[config.mk]
export PLATFORM = sky130hd
export DESIGN_NAME = msc_top
export DESIGN_NICKNAME = d
export VERILOG_FILES = /design/src/hdl/msc_pkg.sv /design/src/hdl/msc_hour_tick.sv /design/src/hdl/msc_top.sv
export SDC_FILE = /design/constraint.sdc
export NUM_CORES = 1
export LEC_CHECK = 0
export BUFFER_PORTS_ARGS = -buffer_cell sky130_fd_sc_hd__buf_2
export CAP_MARGIN = 20
export CORE_MARGIN = 1.5
export CORE_UTILIZATION = 55
export CTS_BUF_LIST = sky130_fd_sc_hd__clkbuf_2 sky130_fd_sc_hd__clkbuf_4 sky130_fd_sc_hd__clkbuf_8
export CTS_CLUSTER_DIAMETER = 80
export DETAILED_ROUTE_END_ITERATION = 8
export GPL_TIMING_DRIVEN = 0
export HOLD_SLACK_MARGIN = 0.05
export PLACE_DENSITY = 0.73
export SLEW_MARGIN = 5
export SYNTH_ARGS = -nofsm -noshare
export SYNTH_HDL_FRONTEND = slang
export SYNTH_SLANG_ARGS = --single-unit
[constraint.sdc]
create_clock -name CLK -period 9 [get_ports CLK]
set_input_delay 0.9 -clock CLK [delete_from_list [all_inputs] [get_ports CLK]]
set_output_delay 0.9 -clock CLK [all_outputs]
set_load 0.02 [all_outputs]
[src/hdl/msc_pkg.sv]
// Purpose: Constants and types of the maintenance statistics counters
// Assumes: 25 MHz system clock, AXI4-Lite register access
// Notes:   Counts and offsets shared by the design files
`default_nettype none
package msc_pkg;
  // ----------------------------------------------------------------
  // Timing
  // ----------------------------------------------------------------
  localparam longint unsigned CLK_HZ   = 25_000_000;
  localparam longint unsigned HOUR_S   = 3600;
  localparam longint unsigned HOUR_CYC = CLK_HZ * HOUR_S;
  // ----------------------------------------------------------------
  // Register offsets
  // ----------------------------------------------------------------
  localparam logic [7:0] A_PEAK   = 8'h00;
  localparam logic [7:0] A_CAP    = 8'h04;
  localparam logic [7:0] A_BCAP   = 8'h08;
  localparam logic [7:0] A_FAN    = 8'h0c;
  localparam logic [7:0] A_START  = 8'h10;
  localparam logic [7:0] A_ENERGY = 8'h14;
  localparam logic [7:0] A_SCALED = 8'h18;
  localparam logic [7:0] A_ERRCNT = 8'h1c;
  localparam logic [7:0] A_ERRCOD = 8'h20;
  localparam logic [7:0] A_FWVER  = 8'h24;
  localparam logic [7:0] A_MOTHR  = 8'h28;
  localparam logic [7:0] A_REMTIM = 8'h2c;
  localparam logic [7:0] A_REMST  = 8'h30;
  localparam logic [7:0] A_COEF   = 8'h34;
  localparam logic [7:0] A_INTVL  = 8'h38;
  localparam logic [7:0] A_SLIM   = 8'h3c;
  localparam logic [7:0] A_CTRL   = 8'h40;
  localparam logic [7:0] A_IRQST  = 8'h44;
  localparam logic [7:0] A_IRQMSK = 8'h48;
  // ----------------------------------------------------------------
  // Limits and reset values
  // ----------------------------------------------------------------
  localparam logic [15:0] DISP_SPLIT  = 16'h2710;    // 10000
  localparam logic [15:0] TENS_MAX    = 16'h270f;    // 9999
  localparam logic [15:0] ERR_MAX     = 16'h270f;    // 9999
  localparam logic [3:0]  SUB_LAST    = 4'h9;
  localparam logic [15:0] DIV_TEN     = 16'h000a;
  localparam logic [23:0] ENERGY_MAX  = 24'h989298;  // 9999.000
  localparam logic [26:0] SCALED_MAX  = 27'h5f5b9f0; // 9999.0000
  localparam logic [23:0] COEF_RST    = 24'h0003e8;  // 1.000
  localparam logic [15:0] INTVL_RST   = 16'hffff;
  localparam logic [15:0] SLIM_RST    = 16'hffff;
  localparam logic [1:0]  RESP_OK     = 2'h0;
  localparam logic [1:0]  RESP_SLVERR = 2'h2;
  // ----------------------------------------------------------------
  // Interrupt bits
  // ----------------------------------------------------------------
  localparam int IRQ_W    = 4;
  localparam int IRQ_ERR  = 0;
  localparam int IRQ_WRAP = 1;
  localparam int IRQ_DUE  = 2;
  localparam int IRQ_HOUR = 3;
  typedef logic [IRQ_W-1:0] msc_irq_t;
endpackage : msc_pkg
`default_nettype wire

[src/hdl/msc_hour_tick.sv]
// Purpose: One-hour tick from the system clock
// Assumes: CYC_PER_HOUR at least 2
// Notes:   Tick is a one-cycle pulse
`default_nettype none
module msc_hour_tick #(
  parameter longint unsigned CYC_PER_HOUR = msc_pkg::HOUR_CYC
) (
  // Clock and reset
  input  wire logic CLK,
  input  wire logic RESETN,
  // Tick
  output var  logic TICK
);
  logic [39:0] cnt_q;
  logic [39:0] cnt_d;
  logic        tick_d;

  always_comb begin
    tick_d = (cnt_q == 40'(CYC_PER_HOUR - 1));
    cnt_d  = tick_d ? 40'h0 : cnt_q + 40'h1;
  end

  always_ff @(posedge CLK or negedge RESETN) begin
    if (!RESETN) begin
      cnt_q <= 40'h0;
      TICK  <= 1'b0;
    end else begin
      cnt_q <= cnt_d;
      TICK  <= tick_d;
    end
  end
endmodule // msc_hour_tick
`default_nettype wire

[src/hdl/msc_top.sv]
// Purpose: Maintenance statistics counters behind an AXI4-Lite slave
// Assumes: Event inputs are one-cycle pulses synchronous to CLK
// Notes:   Run-time counts advance on the hourly tick
//
// The register addresses and register access over AXI4-Lite were left to the implementer.
`default_nettype none
module msc_top
  import msc_pkg::*;
#(
  parameter longint unsigned CYC_PER_HOUR = msc_pkg::HOUR_CYC,
  parameter logic [15:0]     FW_VERSION   = 16'h0001  // Arbitrary value
) (
  // Clock and reset
  input  wire logic        CLK,
  input  wire logic        RESETN,
  // AXI4-Lite write
  input  wire logic        S_AXI_AWVALID,
  output var  logic        S_AXI_AWREADY,
  input  wire logic [7:0]  S_AXI_AWADDR,
  input  wire logic        S_AXI_WVALID,
  output var  logic        S_AXI_WREADY,
  input  wire logic [31:0] S_AXI_WDATA,
  input  wire logic [3:0]  S_AXI_WSTRB,
  output var  logic        S_AXI_BVALID,
  input  wire logic        S_AXI_BREADY,
  output var  logic [1:0]  S_AXI_BRESP,
  // AXI4-Lite read
  input  wire logic        S_AXI_ARVALID,
  output var  logic        S_AXI_ARREADY,
  input  wire logic [7:0]  S_AXI_ARADDR,
  output var  logic        S_AXI_RVALID,
  input  wire logic        S_AXI_RREADY,
  output var  logic [31:0] S_AXI_RDATA,
  output var  logic [1:0]  S_AXI_RRESP,
  // Measurements
  input  wire logic [15:0] CUR_AMPS,
  input  wire logic [7:0]  CAP_PERCENT,
  input  wire logic        VOLT_APPLIED,
  input  wire logic        FAN_RUNNING,
  input  wire logic        MOTOR_RUNNING,
  input  wire logic        RUN_CMD,
  input  wire logic        ENERGY_PULSE,
  // Serial link and keypad
  input  wire logic        COMM_ERR,
  input  wire logic [15:0] COMM_ERR_CODE,
  input  wire logic        KEYPAD_PRESENT,
  input  wire logic [15:0] KEYPAD_VERSION,
  // Interrupt
  output var  logic        IRQ
);
  // ----------------------------------------------------------------
  // State
  // ----------------------------------------------------------------
  typedef struct packed {
    logic        awrdy;
    logic        wrdy;
    logic        aw_have;
    logic        w_have;
    logic [7:0]  awaddr;
    logic [31:0] wdata;
    logic [3:0]  wstrb;
    logic        bvalid;
    logic [1:0]  bresp;
    logic        arrdy;
    logic        rvalid;
    logic [31:0] rdata;
    logic [1:0]  rresp;
    logic [15:0] peak;
    logic [15:0] run_max;
    logic [7:0]  cap_pct;
    logic [15:0] bcap_tens;
    logic [3:0]  bcap_sub;
    logic [15:0] fan_tens;
    logic [3:0]  fan_sub;
    logic [15:0] starts;
    logic [15:0] mot_hours;
    logic [23:0] energy;
    logic [26:0] scaled;
    logic [15:0] err_cnt;
    logic [15:0] err_code;
    logic [15:0] rem_time;
    logic [15:0] rem_starts;
    logic [23:0] coef;
    logic [15:0] interval;
    logic [15:0] slimit;
    logic        fan_ctl;
    msc_irq_t    irq_st;
    msc_irq_t    irq_mask;
    logic        irq;
  } msc_state_s;

  msc_state_s s_q;
  msc_state_s s_d;
  logic       hour_tick;
  logic       wr_fire;
  logic       coef_zero_wr;
  logic [15:0] pk_next;

  msc_hour_tick #(
    .CYC_PER_HOUR (CYC_PER_HOUR)
  ) u_tick (
    .CLK    (CLK),
    .RESETN (RESETN),
    .TICK   (hour_tick)
  );

  // ----------------------------------------------------------------
  // Helpers
  // ----------------------------------------------------------------
  // Unit steps below 10000, steps of ten above
  function automatic logic [15:0] disp_fmt(input logic [15:0] v);
    disp_fmt = (v < DISP_SPLIT) ? v : v / DIV_TEN;
  endfunction

  function automatic logic [31:0] merge(input logic [31:0] old,
                                        input logic [31:0] nw,
                                        input logic [3:0]  be);
    logic [31:0] r;
    r = old;
    for (int i = 0; i < 4; i++) begin
      if (be[i]) r[8*i +: 8] = nw[8*i +: 8];
    end
    merge = r;
  endfunction

  function automatic logic [15:0] sub_clamp(input logic [15:0] a,
                                            input logic [15:0] b);
    sub_clamp = (a > b) ? a - b : 16'h0;
  endfunction

  // ----------------------------------------------------------------
  // Next state
  // ----------------------------------------------------------------
  always_comb begin
    logic [31:0] wv;
    logic [15:0] rt;
    logic [26:0] sc;
    logic        rd_ok;
    msc_irq_t    ev;
    wv    = 32'h0;
    rt    = 16'h0;
    sc    = 27'h0;
    rd_ok = 1'b1;
    ev    = '0;
    s_d   = s_q;

    // Write channel: address and data in either order
    if (S_AXI_AWVALID && s_q.awrdy) begin
      s_d.aw_have = 1'b1;
      s_d.awaddr  = S_AXI_AWADDR;
    end
    if (S_AXI_WVALID && s_q.wrdy) begin
      s_d.w_have = 1'b1;
      s_d.wdata  = S_AXI_WDATA;
      s_d.wstrb  = S_AXI_WSTRB;
    end
    if (s_q.bvalid && S_AXI_BREADY) s_d.bvalid = 1'b0;
    wr_fire      = s_q.aw_have && s_q.w_have && !s_q.bvalid;
    coef_zero_wr = 1'b0;

    // Peak current per hour
    pk_next = (CUR_AMPS > s_q.run_max) ? CUR_AMPS : s_q.run_max;
    if (hour_tick) begin
      s_d.peak    = pk_next;
      s_d.run_max = CUR_AMPS;
    end else begin
      s_d.run_max = pk_next;
    end
    s_d.cap_pct = CAP_PERCENT;

    // Ten-hour accumulators and the hourly motor count
    if (hour_tick && VOLT_APPLIED && s_q.bcap_tens != TENS_MAX) begin
      if (s_q.bcap_sub == SUB_LAST) begin
        s_d.bcap_sub  = 4'h0;
        s_d.bcap_tens = s_q.bcap_tens + 16'h1;
      end else begin
        s_d.bcap_sub = s_q.bcap_sub + 4'h1;
      end
    end
    if (hour_tick && (FAN_RUNNING || !s_q.fan_ctl) &&
        s_q.fan_tens != TENS_MAX) begin
      if (s_q.fan_sub == SUB_LAST) begin
        s_d.fan_sub  = 4'h0;
        s_d.fan_tens = s_q.fan_tens + 16'h1;
      end else begin
        s_d.fan_sub = s_q.fan_sub + 4'h1;
      end
    end
    if (hour_tick && MOTOR_RUNNING)
      s_d.mot_hours = s_q.mot_hours + 16'h1;

    // Startups wrap naturally at 16 bits
    if (RUN_CMD) begin
      s_d.starts = s_q.starts + 16'h1;
      if (s_q.starts == 16'hffff) ev[IRQ_WRAP] = 1'b1;
    end

    // Energy in 0.1 kWh, scaled in units of 0.0001
    if (ENERGY_PULSE) begin
      if (s_q.energy != ENERGY_MAX)
        s_d.energy = s_q.energy + 24'h1;
      sc = s_q.scaled + {3'h0, s_q.coef};
      if (sc > SCALED_MAX || sc < s_q.scaled)
        s_d.scaled = SCALED_MAX;
      else
        s_d.scaled = sc;
    end

    // Serial link errors
    if (COMM_ERR) begin
      s_d.err_cnt  = (s_q.err_cnt >= ERR_MAX) ? 16'h0
                                              : s_q.err_cnt + 16'h1;
      s_d.err_code = COMM_ERR_CODE;
      ev[IRQ_ERR]  = 1'b1;
    end

    // Register writes
    if (wr_fire) begin
      s_d.aw_have = 1'b0;
      s_d.w_have  = 1'b0;
      s_d.bvalid  = 1'b1;
      s_d.bresp   = RESP_OK;
      unique case (s_q.awaddr)
        A_COEF: begin
          wv = merge({8'h0, s_q.coef}, s_q.wdata, s_q.wstrb);
          s_d.coef = wv[23:0];
          if (wv[23:0] == 24'h0) begin
            coef_zero_wr = 1'b1;
            s_d.energy   = 24'h0;
            s_d.scaled   = 27'h0;
          end
        end
        A_INTVL: begin
          wv = merge({16'h0, s_q.interval}, s_q.wdata, s_q.wstrb);
          s_d.interval = wv[15:0];
        end
        A_SLIM: begin
          wv = merge({16'h0, s_q.slimit}, s_q.wdata, s_q.wstrb);
          s_d.slimit = wv[15:0];
        end
        A_CTRL: begin
          if (s_q.wstrb[0]) s_d.fan_ctl = s_q.wdata[0];
        end
        A_IRQMSK: begin
          if (s_q.wstrb[0]) s_d.irq_mask = s_q.wdata[IRQ_W-1:0];
        end
        A_PEAK, A_CAP, A_BCAP, A_FAN, A_START, A_ENERGY, A_SCALED,
        A_ERRCNT, A_ERRCOD, A_FWVER, A_MOTHR, A_REMTIM, A_REMST,
        A_IRQST: ;
        default: s_d.bresp = RESP_SLVERR;
      endcase
    end
    s_d.awrdy = !s_d.aw_have && !s_d.bvalid;
    s_d.wrdy  = !s_d.w_have && !s_d.bvalid;

    // Maintenance estimates
    rt = sub_clamp(s_q.interval, s_q.mot_hours) / DIV_TEN;
    s_d.rem_time   = (rt > TENS_MAX) ? TENS_MAX : rt;
    s_d.rem_starts = sub_clamp(s_q.slimit, s_q.starts);
    if (s_d.rem_time == 16'h0 && s_q.rem_time != 16'h0)
      ev[IRQ_DUE] = 1'b1;
    ev[IRQ_HOUR] = hour_tick;

    // Register reads
    if (s_q.rvalid && S_AXI_RREADY) s_d.rvalid = 1'b0;
    if (S_AXI_ARVALID && s_q.arrdy) begin
      s_d.rvalid = 1'b1;
      s_d.rdata  = 32'h0;
      unique case (S_AXI_ARADDR)
        A_PEAK:   s_d.rdata = {16'h0, s_q.peak};
        A_CAP:    s_d.rdata = {24'h0, s_q.cap_pct};
        A_BCAP:   s_d.rdata = {16'h0, s_q.bcap_tens};
        A_FAN:    s_d.rdata = {16'h0, s_q.fan_tens};
        A_START:  s_d.rdata = {disp_fmt(s_q.starts), s_q.starts};
        A_ENERGY: s_d.rdata = {8'h0, s_q.energy};
        A_SCALED: s_d.rdata = {5'h0, s_q.scaled};
        A_ERRCNT: s_d.rdata = {16'h0, s_q.err_cnt};
        A_ERRCOD: s_d.rdata = {16'h0, s_q.err_code};
        A_FWVER:  s_d.rdata = {KEYPAD_PRESENT ? KEYPAD_VERSION : 16'h0,
                               FW_VERSION};
        A_MOTHR:  s_d.rdata = {disp_fmt(s_q.mot_hours),
                               s_q.mot_hours};
        A_REMTIM: s_d.rdata = {16'h0, s_q.rem_time};
        A_REMST:  s_d.rdata = {disp_fmt(s_q.rem_starts),
                               s_q.rem_starts};
        A_COEF:   s_d.rdata = {8'h0, s_q.coef};
        A_INTVL:  s_d.rdata = {16'h0, s_q.interval};
        A_SLIM:   s_d.rdata = {16'h0, s_q.slimit};
        A_CTRL:   s_d.rdata = {31'h0, s_q.fan_ctl};
        A_IRQST:  s_d.rdata = {28'h0, s_q.irq_st};
        A_IRQMSK: s_d.rdata = {28'h0, s_q.irq_mask};
        default:  rd_ok = 1'b0;
      endcase
      s_d.rresp = rd_ok ? RESP_OK : RESP_SLVERR;
      if (S_AXI_ARADDR == A_IRQST) s_d.irq_st = '0;
    end
    s_d.arrdy = !s_d.rvalid;

    // Sticky events win over the read clear
    s_d.irq_st = s_d.irq_st | ev;
    s_d.irq    = |(s_d.irq_st & s_d.irq_mask);
  end

  // ----------------------------------------------------------------
  // Registers
  // ----------------------------------------------------------------
  always_ff @(posedge CLK or negedge RESETN) begin
    if (!RESETN) begin
      s_q          <= '0;
      s_q.awrdy    <= 1'b1;
      s_q.wrdy     <= 1'b1;
      s_q.arrdy    <= 1'b1;
      s_q.coef     <= COEF_RST;
      s_q.interval <= INTVL_RST;
      s_q.slimit   <= SLIM_RST;
      s_q.rem_time <= TENS_MAX;
    end else begin
      s_q <= s_d;
    end
  end

  assign S_AXI_AWREADY = s_q.awrdy;
  assign S_AXI_WREADY  = s_q.wrdy;
  assign S_AXI_BVALID  = s_q.bvalid;
  assign S_AXI_BRESP   = s_q.bresp;
  assign S_AXI_ARREADY = s_q.arrdy;
  assign S_AXI_RVALID  = s_q.rvalid;
  assign S_AXI_RDATA   = s_q.rdata;
  assign S_AXI_RRESP   = s_q.rresp;
  assign IRQ           = s_q.irq;
endmodule // msc_top
`default_nettype wire

== After elaboration in Yosys (flattened, before gate mapping) ==
Cells that the tools add are included.
Operators by class
  bitwise logic cells: 2
  equal/unequal tests: 43
  add/subtract/negate cells: 12
  mux-type cells: 49
  $lt $le $gt $ge: 10
  reductions and logical operators: 39
  divide/modulo/power cells: 4
Operator list (count)
  one-hot mux 32 bit (19 select lines): 1
  2-to-1 mux 51 bit: 4
  2-to-1 mux 16 bit: 10
  == test 8 x 6 -> 1 bit, second input constant: 16
  adder 16 x 1 -> 16 bit, second input constant: 5
  2-to-1 mux 8 bit: 9
  divider 16 x 4 -> 16 bit, second input constant: 4
  == test 8 x 5 -> 1 bit, second input constant: 8
  == test 8 x 7 -> 1 bit, second input constant: 6
  greater-than comparator 16 bit: 3
  less-than comparator 16 x 14 -> 1 bit, second input constant: 3
  adder 40 x 1 -> 40 bit, second input constant: 1
  == test 40 x 37 -> 1 bit, second input constant: 1
  2-to-1 mux 40 bit: 1
  OR reduction 19 bit: 2
  2-to-1 mux 35 bit: 1
  == test 8 x 4 -> 1 bit, second input constant: 4
  != test 16 x 14 -> 1 bit, second input constant: 2
  subtractor 16 bit: 2
  2-to-1 mux 4 bit: 7
  adder 27 x 24 -> 27 bit: 1
  greater-than comparator 27 bit, second input constant: 1
  less-than comparator 27 bit: 1
  2-to-1 mux 27 bit: 1
  24 further kinds: 65
Storage, ports and cells
  flip-flop bits (word level): 412
  logic and storage cells: 198
  input bits: 122
  output and inout bits: 42

== Longest topological paths before layout ==
Gate-level depths: netlist of the first run.
  depth in word-level cells: 11
  mapped depth: 30
  depth with buffers taken out: 28

== Modules after synthesis ==
From an unflattened synthesis of the first run, not the netlist that was laid out.
Second synthesis, totals
  cell total of the unflattened synthesis: 3257
  area, all modules: 28822.6 µm²
Modules (own cells, without submodules)
  msc_top: cells each 3050, sequential area each 9245.1 µm², instances 1, area an instance 26711.9 µm²
  msc_hour_tick: cells each 207, sequential area each 1026.0 µm², instances 1, area an instance 2110.8 µm²

== Worst setup path before layout of the first run ==
OpenSTA, ideal clock, no wires.
  path kind: register to register
  from: register s_q[189] (netlist bit)
  to: register s_q[82] (netlist bit)
  setup slack: 2.702 ns
  data arrival time: 6.212 ns
  cell stages (with the launch flop): 27
  required time: 8.914 ns
  period minus slack after synthesis: 6.298 ns
  path buffers: 4
  setup time: 0.086 ns
  cell sequence: dfrtp_1 -> clkbuf_1 -> clkinv_1 -> ha_1 -> clkbuf_1 -> nand2_1 -> a21oi_1 -> o21a_2 -> o211a_1 -> o221a_1 -> buf_2 -> nand2_1 -> o32a_1 -> and2_1 -> buf_2 -> a22o_1 -> a311o_1 -> a2bb2oi_2 -> o31a_1 -> inv_2 -> o21ai_1 -> mux2_1 -> o221a_2 -> a211o_1 -> mux2_4 -> maj3_2 -> o31ai_2
RTL lines
  from (decl): line msc_top.sv:92  | msc_state_s s_q;

==> flow_summary.toml, run 1 <==
[synthesis]
ys_ff_latch = 408
yosysMostFrequentCell = "dfrtp_1"
syn_avg_cell_area_um2 = 8.81
synth_enable_flop_cells = 0
synth.top_cell.area_share = 0.310
synth_cells = 3288
synthesis.area_um2 = 29000
yosys-top-cells-area = "dfrtp_1 (31%), mux2_2 (5.1%), ha_1 (4.7%)"
synth_ff_type = "dfrtp_1"
ys_top_cells_by_count = "dfrtp_1 (359), nor2_1 (319), nand2_1 (243), a21oi_1 (194), clkbuf_1 (146)"
ys_seq_area_frac = 0.354
yosysTopAreaCell = "dfrtp_1"
synthArstFlopShare = 1.00
synth_cell_types = 105
ys.warnings.count = 0

[power_and_ir_drop]
pwr-share-clk = 0.260
power_frac_comb = 0.418
ir_worst_vdd_v = 0.000333
p_leak_nw = 14.1
switchingPower_mw = 3.18
internal_power_mw = 4.48
total_power_mw = 7.66
pwr-share-seq = 0.323
p_per_area_nw_per_um2 = 236
netSwitchingFraction = 0.415

[die]
rows = 83
coreArea_um2 = 51700
die_area_um2 = 54100
die_y_um = 233
pin_count = 164
die_w_um = 233
initial_utilization = 0.560

[clock_tree]
postCtsSetupBuffers = 0
cts_buffers = 75
clkLatencyLatePin_ns = 0.71
clock_sinks = 408
cts_tree = "done"
ctsHtreeMaxLevel = 3
root_buffer = "clkbuf_8"
path_clk_slew_ns = 0.06
cts_buffer_depth = 3

[global_route]
grt_pass1_wl_um = 159000
antenna_found_initial = 4
use_met3 = 0.0801
grt_busiest_layer = "met2"
grt.total_usage = 0.386
overflow = 0
grt_max_degree = 114
grtUsageMet1 = 0.526
use_met2 = 0.585
grt_pass1_vias = 26500

[final_layout]
fin_nets = 3758
area_growth_pct = 11.9
instances_no_fill = 4268
fin_area_um2 = 32400
drive_gt1_frac = 0.163

[drt]
drtIter0Drc = 3427
antenna_left = 0
drc_errors = 10
routed_via_density = 6.65
dr.pass1.iters = 9
vias = 28400
wl_per_cell_um = 24.7
drt_wl_total_um = 106000

[placed_design]
port_buffers = 151
post-place-ws_ns = 1.16
dp_hpwl_um = 81100
place_area_um2 = 30700
place_inst = 4126
gp_congestion = 1.02

[timing]
rsz0062_at_grt = "no"
setup_viol = 0
period_share = 0.895
fmaxAchievable_mhz = 124
finalMaxSlewViolations = 0
tightestPinTransition_ns = 1.19
fin_crit_ns = 8.06
final-hold-violation-count = 0
slew_headroom = 0.206
fin_ws_ns = 0.942
finClkSkew_ns = 0.0429

[critical_path]
worst_path_max_delay_cell = "nor3_2"
regToRegStartpoint = "s_q[189]$_DFFE_PN0P_"
cp_data_arrival_time_ns = 8.67
r2r_cells = 24
crit_required_ns = 9.61
r2r_end = "s_q[82]$_DFF_PN1_"
cp-end-kind = "flip-flop"
path_max_fanout = 10
r2r_slack_ns = 0.94
crit_path_cell_trace = "clkbuf_1 > clkinv_1 > ha_1 > clkbuf_1 > nand4_1 > or2_2 > o21ai_1 > nand2_1 > buf_1 > nor3_2 > nor2_1 > o311a_1 > a31oi_2 > mux2i_1 > o22ai_1 > o211a_1 > o311a_1 > o22a_1 > buf_4 > mux2i_1 > mux2_2 > mux2_4 > maj3_2 > o31ai_2"
crit_path_max_incr_delay_ns = 0.72
worstSetupPathType = "reg -> reg"
worstSetupStartpointType = "flip-flop"

[status]
status = "finished, violations left"
violations = "design-rule violations"

[min_path]
min_path_type = "in -> reg"
min_to = "s_q[258]$_DFF_PN0_"
holdPathStages = 1
hold_path.startpoint = "CAP_PERCENT[5]"

[job]
max_cap_violations = 0
[repair_timing]
| action | CTS | global route |
|---|---|---|
| hold buffers | 1 | 0 |
| resized for setup | 0 | 0 |
| hold endpoints to repair | 1 | 0 |
[cell type report]
class | count | area, um^2
clock inverter | 13 | 193
buffer | 207 | 930
inverter | 141 | 529
multi-input combinational | 2534 | 17300
antenna | 3 | 7.51
timing repair buffer | 158 | 905
sequential | 408 | 10300
tap | 680 | 851
fill | 4487 | 19300
clock buffer | 124 | 1480
[routing by layer]
metal / share of wire / vias up
met5: 0.00013 / -
met4: 0.051 / 4
met3: 0.098 / 317
met2: 0.44 / 1539
met1: 0.41 / 13800
li1: - / 12700
[kinds of logic after synthesis]
kind of cell             Yosys count  synth area share
multiplexers                     171            0.0649
AND/OR/NAND/NOR                 1118             0.192
other                              1          0.000129
XOR/XNOR                         201            0.0612
adder cells (fa/ha/maj)          119            0.0515
buffers and inverters            348            0.0503
AO/OA/AOI/OAI                    922             0.225
flip-flops                       408             0.354
[sequential cells by signal, indices dropped and copies added, names as in the netlist]
register	count
IRQ	1
S_AXI_ARREADY	1
S_AXI_AWREADY	1
S_AXI_BRESP	1
S_AXI_BVALID	1
S_AXI_RDATA	32
S_AXI_RRESP	1
S_AXI_RVALID	1
S_AXI_WREADY	1
s_q	327
u_tick.TICK	1
u_tick.cnt_q	40
[placed cells by master, fill, tap and decap left out, types with 54 or more instances in the layout]
cell type  count
dfrtp_1      359
clkbuf_1     146
nor2_1       319
o21ai_0      134
nand2_1      243
ha_1         108
clkbuf_8      87
inv_1        130
nor3_1        75
xnor2_1      137
xor2_1        63
a21oi_1      194
nand3_1      109
buf_2        161
nand4_1       85
a22oi_1       72
mux2_2       131
a22o_1        54
[stage by stage]
step	setup TNS, ns	hold slack (ns)	util
final	0	0.300	0.627
after global routing	0	0.271	0.627
after floorplan	0	0.392	-
after global placement	-354.04	0.407	0.592
after detailed placement	0	0.422	0.594
after CTS	0	0.263	0.627
[critical path: cells and delay by family (launching register included)]
| family | cells | cell delay [ns] |
|---|---|---|
| AOI/OAI and AO/OA | 8 | 2.34 |
| buffers and inverters | 5 | 1.81 |
| and+or+nand+nor | 5 | 1.64 |
| muxes | 4 | 1.13 |
| adders and majority gates | 2 | 0.73 |
| DFF | 1 | 0.32 |
[how the worst max path moves through the flow]
stage                               startpoint  depth (start not counted)                   end  slack [ns]
after detailed placement  s_q[189]$_DFFE_PN0P_                         24     s_q[82]$_DFF_PN1_        1.16
after global placement                  RESETN                          1  s_q[202]$_DFFE_PN0P_       -1.02
after floorplan           s_q[189]$_DFFE_PN0P_                         26     s_q[82]$_DFF_PN1_        2.70
after global routing      s_q[189]$_DFFE_PN0P_                         24     s_q[82]$_DFF_PN1_        0.39
final                     s_q[189]$_DFFE_PN0P_                         24     s_q[82]$_DFF_PN1_        0.94
after CTS                 s_q[189]$_DFFE_PN0P_                         24     s_q[82]$_DFF_PN1_        1.10
[power groups by stage]
stage,Sequential [mW],Clock (mW),Combinational (mW)
after global placement,2.47,0,2.89
after floorplan,2.32,0,2.26
after CTS,2.45,2.01,3.14
after detailed placement,2.48,0,3.11
after global routing,2.48,2.10,3.33
final,2.47,1.99,3.20
(Power assumes the default switching activity.)
==> run 2, diff against run 1 <==
--- a/config.mk
+++ b/config.mk
@@ -7,14 +7,16 @@
 export LEC_CHECK = 0
 export BUFFER_PORTS_ARGS = -buffer_cell sky130_fd_sc_hd__buf_2
 export CAP_MARGIN = 20
+export CELL_PAD_IN_SITES_DETAIL_PLACEMENT = 0
+export CELL_PAD_IN_SITES_GLOBAL_PLACEMENT = 2
 export CORE_MARGIN = 1.5
-export CORE_UTILIZATION = 55
+export CORE_UTILIZATION = 40
 export CTS_BUF_LIST = sky130_fd_sc_hd__clkbuf_2 sky130_fd_sc_hd__clkbuf_4 sky130_fd_sc_hd__clkbuf_8
 export CTS_CLUSTER_DIAMETER = 80
 export DETAILED_ROUTE_END_ITERATION = 8
 export GPL_TIMING_DRIVEN = 0
 export HOLD_SLACK_MARGIN = 0.05
-export PLACE_DENSITY = 0.73
+export PLACE_DENSITY_LB_ADDON = 0.1
 export SLEW_MARGIN = 5
 export SYNTH_ARGS = -nofsm -noshare
 export SYNTH_HDL_FRONTEND = slang
==> run 2 against run 1 <==
  * The flow now finishes without violations
  * First-iteration DRC count down 21%
  * Register-to-register slack got worse by 0.29 ns
  * Clock skew rose by 0.0018 ns
  * Critical endpoint is now IRQ$_DFF_PN0_
  * Highest routed layer is now met4
==> flow_summary.toml, run 2 (synthesized netlist as in run 1, its figures left out) <==
[drt]
drc_errors = 0
drtIter0Drc = 2707
drt_wl_total_um = 114000
vias = 27700
antenna_left = 0
dr.pass1.iters = 8
routed_via_density = 6.09
wl_per_cell_um = 25.0

[status]
status = "finished, final reports clean"

[final_layout]
regMostFlops = "s_q"
layout_common_cells = "dfrtp_1 (359), nor2_1 (319), nand2_1 (243)"
area_growth_pct = 13.8
largest_reg_flops = 327
final_common_cell = "dfrtp_1"
n_fill_cell = 7112
instances_no_fill = 4548
fin_nets = 3763
drive_gt1_frac = 0.165

[global_route]
grt.total_usage = 0.302
antenna_found_initial = 3
grt_max_degree = 106
grt_pass1_wl_um = 170000
grt_pass1_vias = 26600
overflow = 0

[timing]
finClkSkew_ns = 0.0447
rsz0062_at_grt = "no"
fin_crit_ns = 8.35
final-hold-violation-count = 0
setup_viol = 0
tightestPinTransition_ns = 1.20
hold_ws_ns = 0.112
finalMaxSlewViolations = 0
fmaxAchievable_mhz = 120
period_share = 0.927
slew_headroom = 0.201

[clock_tree]
postCtsSetupBuffers = 0
cts_tree = "done"
cts_buffer_depth = 3
clock_sinks = 408
cts.repair.resized = 0
cts_hold_buf = 0
cts_buffers = 80
clkLatencyLatePin_ns = 0.71
path_clk_slew_ns = 0.07
root_buffer = "clkbuf_8"
ctsHtreeMaxLevel = 3

[power_and_ir_drop]
netSwitchingFraction = 0.410
internal_power_mw = 4.63
ir_worst_vdd_v = 0.000230
p_per_area_nw_per_um2 = 238
switchingPower_mw = 3.21
pwr-share-clk = 0.281
power_frac_comb = 0.401
pwr-share-seq = 0.319
p_leak_nw = 14.2

[critical_path]
cp_data_arrival_time_ns = 8.92
cp-end-kind = "flip-flop"
worstSetupStartpointType = "flip-flop"
worstSetupPathType = "reg -> reg"
crit_required_ns = 9.57
path_max_fanout = 10

[placed_design]
port_buffers = 151
dp_hpwl_um = 89400
gp_congestion = 0.982
place_inst = 4398

[die]
pin_count = 164
die_y_um = 272
die_area_um2 = 74100
coreArea_um2 = 71600
initial_utilization = 0.405
rows = 98
die_w_um = 272

[min_path]
min_path_type = "in -> async"

[job]
max_cap_violations = 0
[run 2: changes by cell type in the layout (fill, tap and decap cells not counted), sizes merged]
cell / change
buf: +1
clkbuf: -5
dlygate4sd3: -1
clkinvlp: +1
bufinv: +4
inv: -1
clkinv: +11
[run 2: final cells by class]
class / instances / area (um^2) / share of cell area
clock buffer: 119 / 1500 / 0.0455
timing repair buffer: 158 / 893 / 0.0271
antenna: 3 / 7.51 / 0.000228
inverter: 141 / 529 / 0.0161
multi-input combinational: 2534 / 17300 / 0.524
buffer: 207 / 930 / 0.0282
sequential: 408 / 10300 / 0.312
clock inverter: 28 / 378 / 0.0115
tap: 950 / 1190 / 0.0361
[run 2: routing by layer]
layer,vias up,share of wire,track usage
li1,12700,-,-
met1,13600,0.44,0.417
met2,1121,0.45,0.473
met3,223,0.067,0.0472
met4,0,0.041,0.120
met5,-,0,0
[run 2: worst max-delay path: stages (launching register included)]
cell,delay [ns]
dfrtp_1,0.32
clkbuf_1,0.54
clkinv_1,0.51
ha_1,0.42
clkbuf_1,0.33
nand4_1,0.20
or2_2,0.34
o21ai_1,0.43
nand2_1,0.21
buf_1,0.32
nor3_2,0.74
nor2_1,0.19
o311a_1,0.34
a31oi_2,0.44
xnor2_1,0.22
o31a_1,0.30
inv_2,0.09
o21ai_1,0.31
mux2_1,0.36
o221a_2,0.29
a211o_1,0.35
o22ai_1,0.27
nor2_1,0.11
a32o_1,0.31
a21bo_2,0.28
[run 2: worst paths after layout]
| kind | startpoint | end | slack, ns | cells after the start |
|---|---|---|---|---|
| min in group CLK | CAP_PERCENT[7] | s_q[260]$_DFF_PN0_ | 0.31 | 1 |
| max reg2reg | s_q[189]$_DFFE_PN0P_ | IRQ$_DFF_PN0_ | 0.65 | 24 |
| max in group asynchronous | RESETN | u_tick.cnt_q[29]$_DFF_PN0_ | 7.22 | 4 |
| min reg2reg | s_q[376]$_DFF_PN0_ | S_AXI_WREADY$_DFF_PN1_ | 0.44 | 1 |
| min | RESETN | s_q[247]$_DFFE_PN0P_ | 0.11 | 1 |
| max | s_q[189]$_DFFE_PN0P_ | IRQ$_DFF_PN0_ | 0.65 | 24 |
[run 2: stage by stage]
| step | area (um^2) | utilization | power (mW) | setup TNS (ns) | worst slack, ns |
|---|---|---|---|---|---|
| final | 33000 | 0.460 | 7.85 | 0 | 0.655 |
| after global routing | 33000 | 0.460 | 8.33 | 0 | 0.129 |
| after CTS | 33000 | 0.460 | 7.84 | 0 | 0.769 |
| after detailed placement | 31100 | 0.434 | 5.61 | 0 | 0.799 |
| after global placement | 30900 | 0.432 | 5.47 | -456.38 | -1.36 |
| after floorplan | 29000 | - | 4.58 | 0 | 2.70 |
[run 2: power by group through the flow]
stage | Clock (mW) | Combinational (mW) | Sequential (mW)
finish | 2.20 | 3.14 | 2.50
global route | 2.33 | 3.48 | 2.52
CTS | 2.24 | 3.11 | 2.49
detailed placement | 0 | 3.09 | 2.52
global placement | 0 | 2.97 | 2.50
floorplan | 0 | 2.26 | 2.32
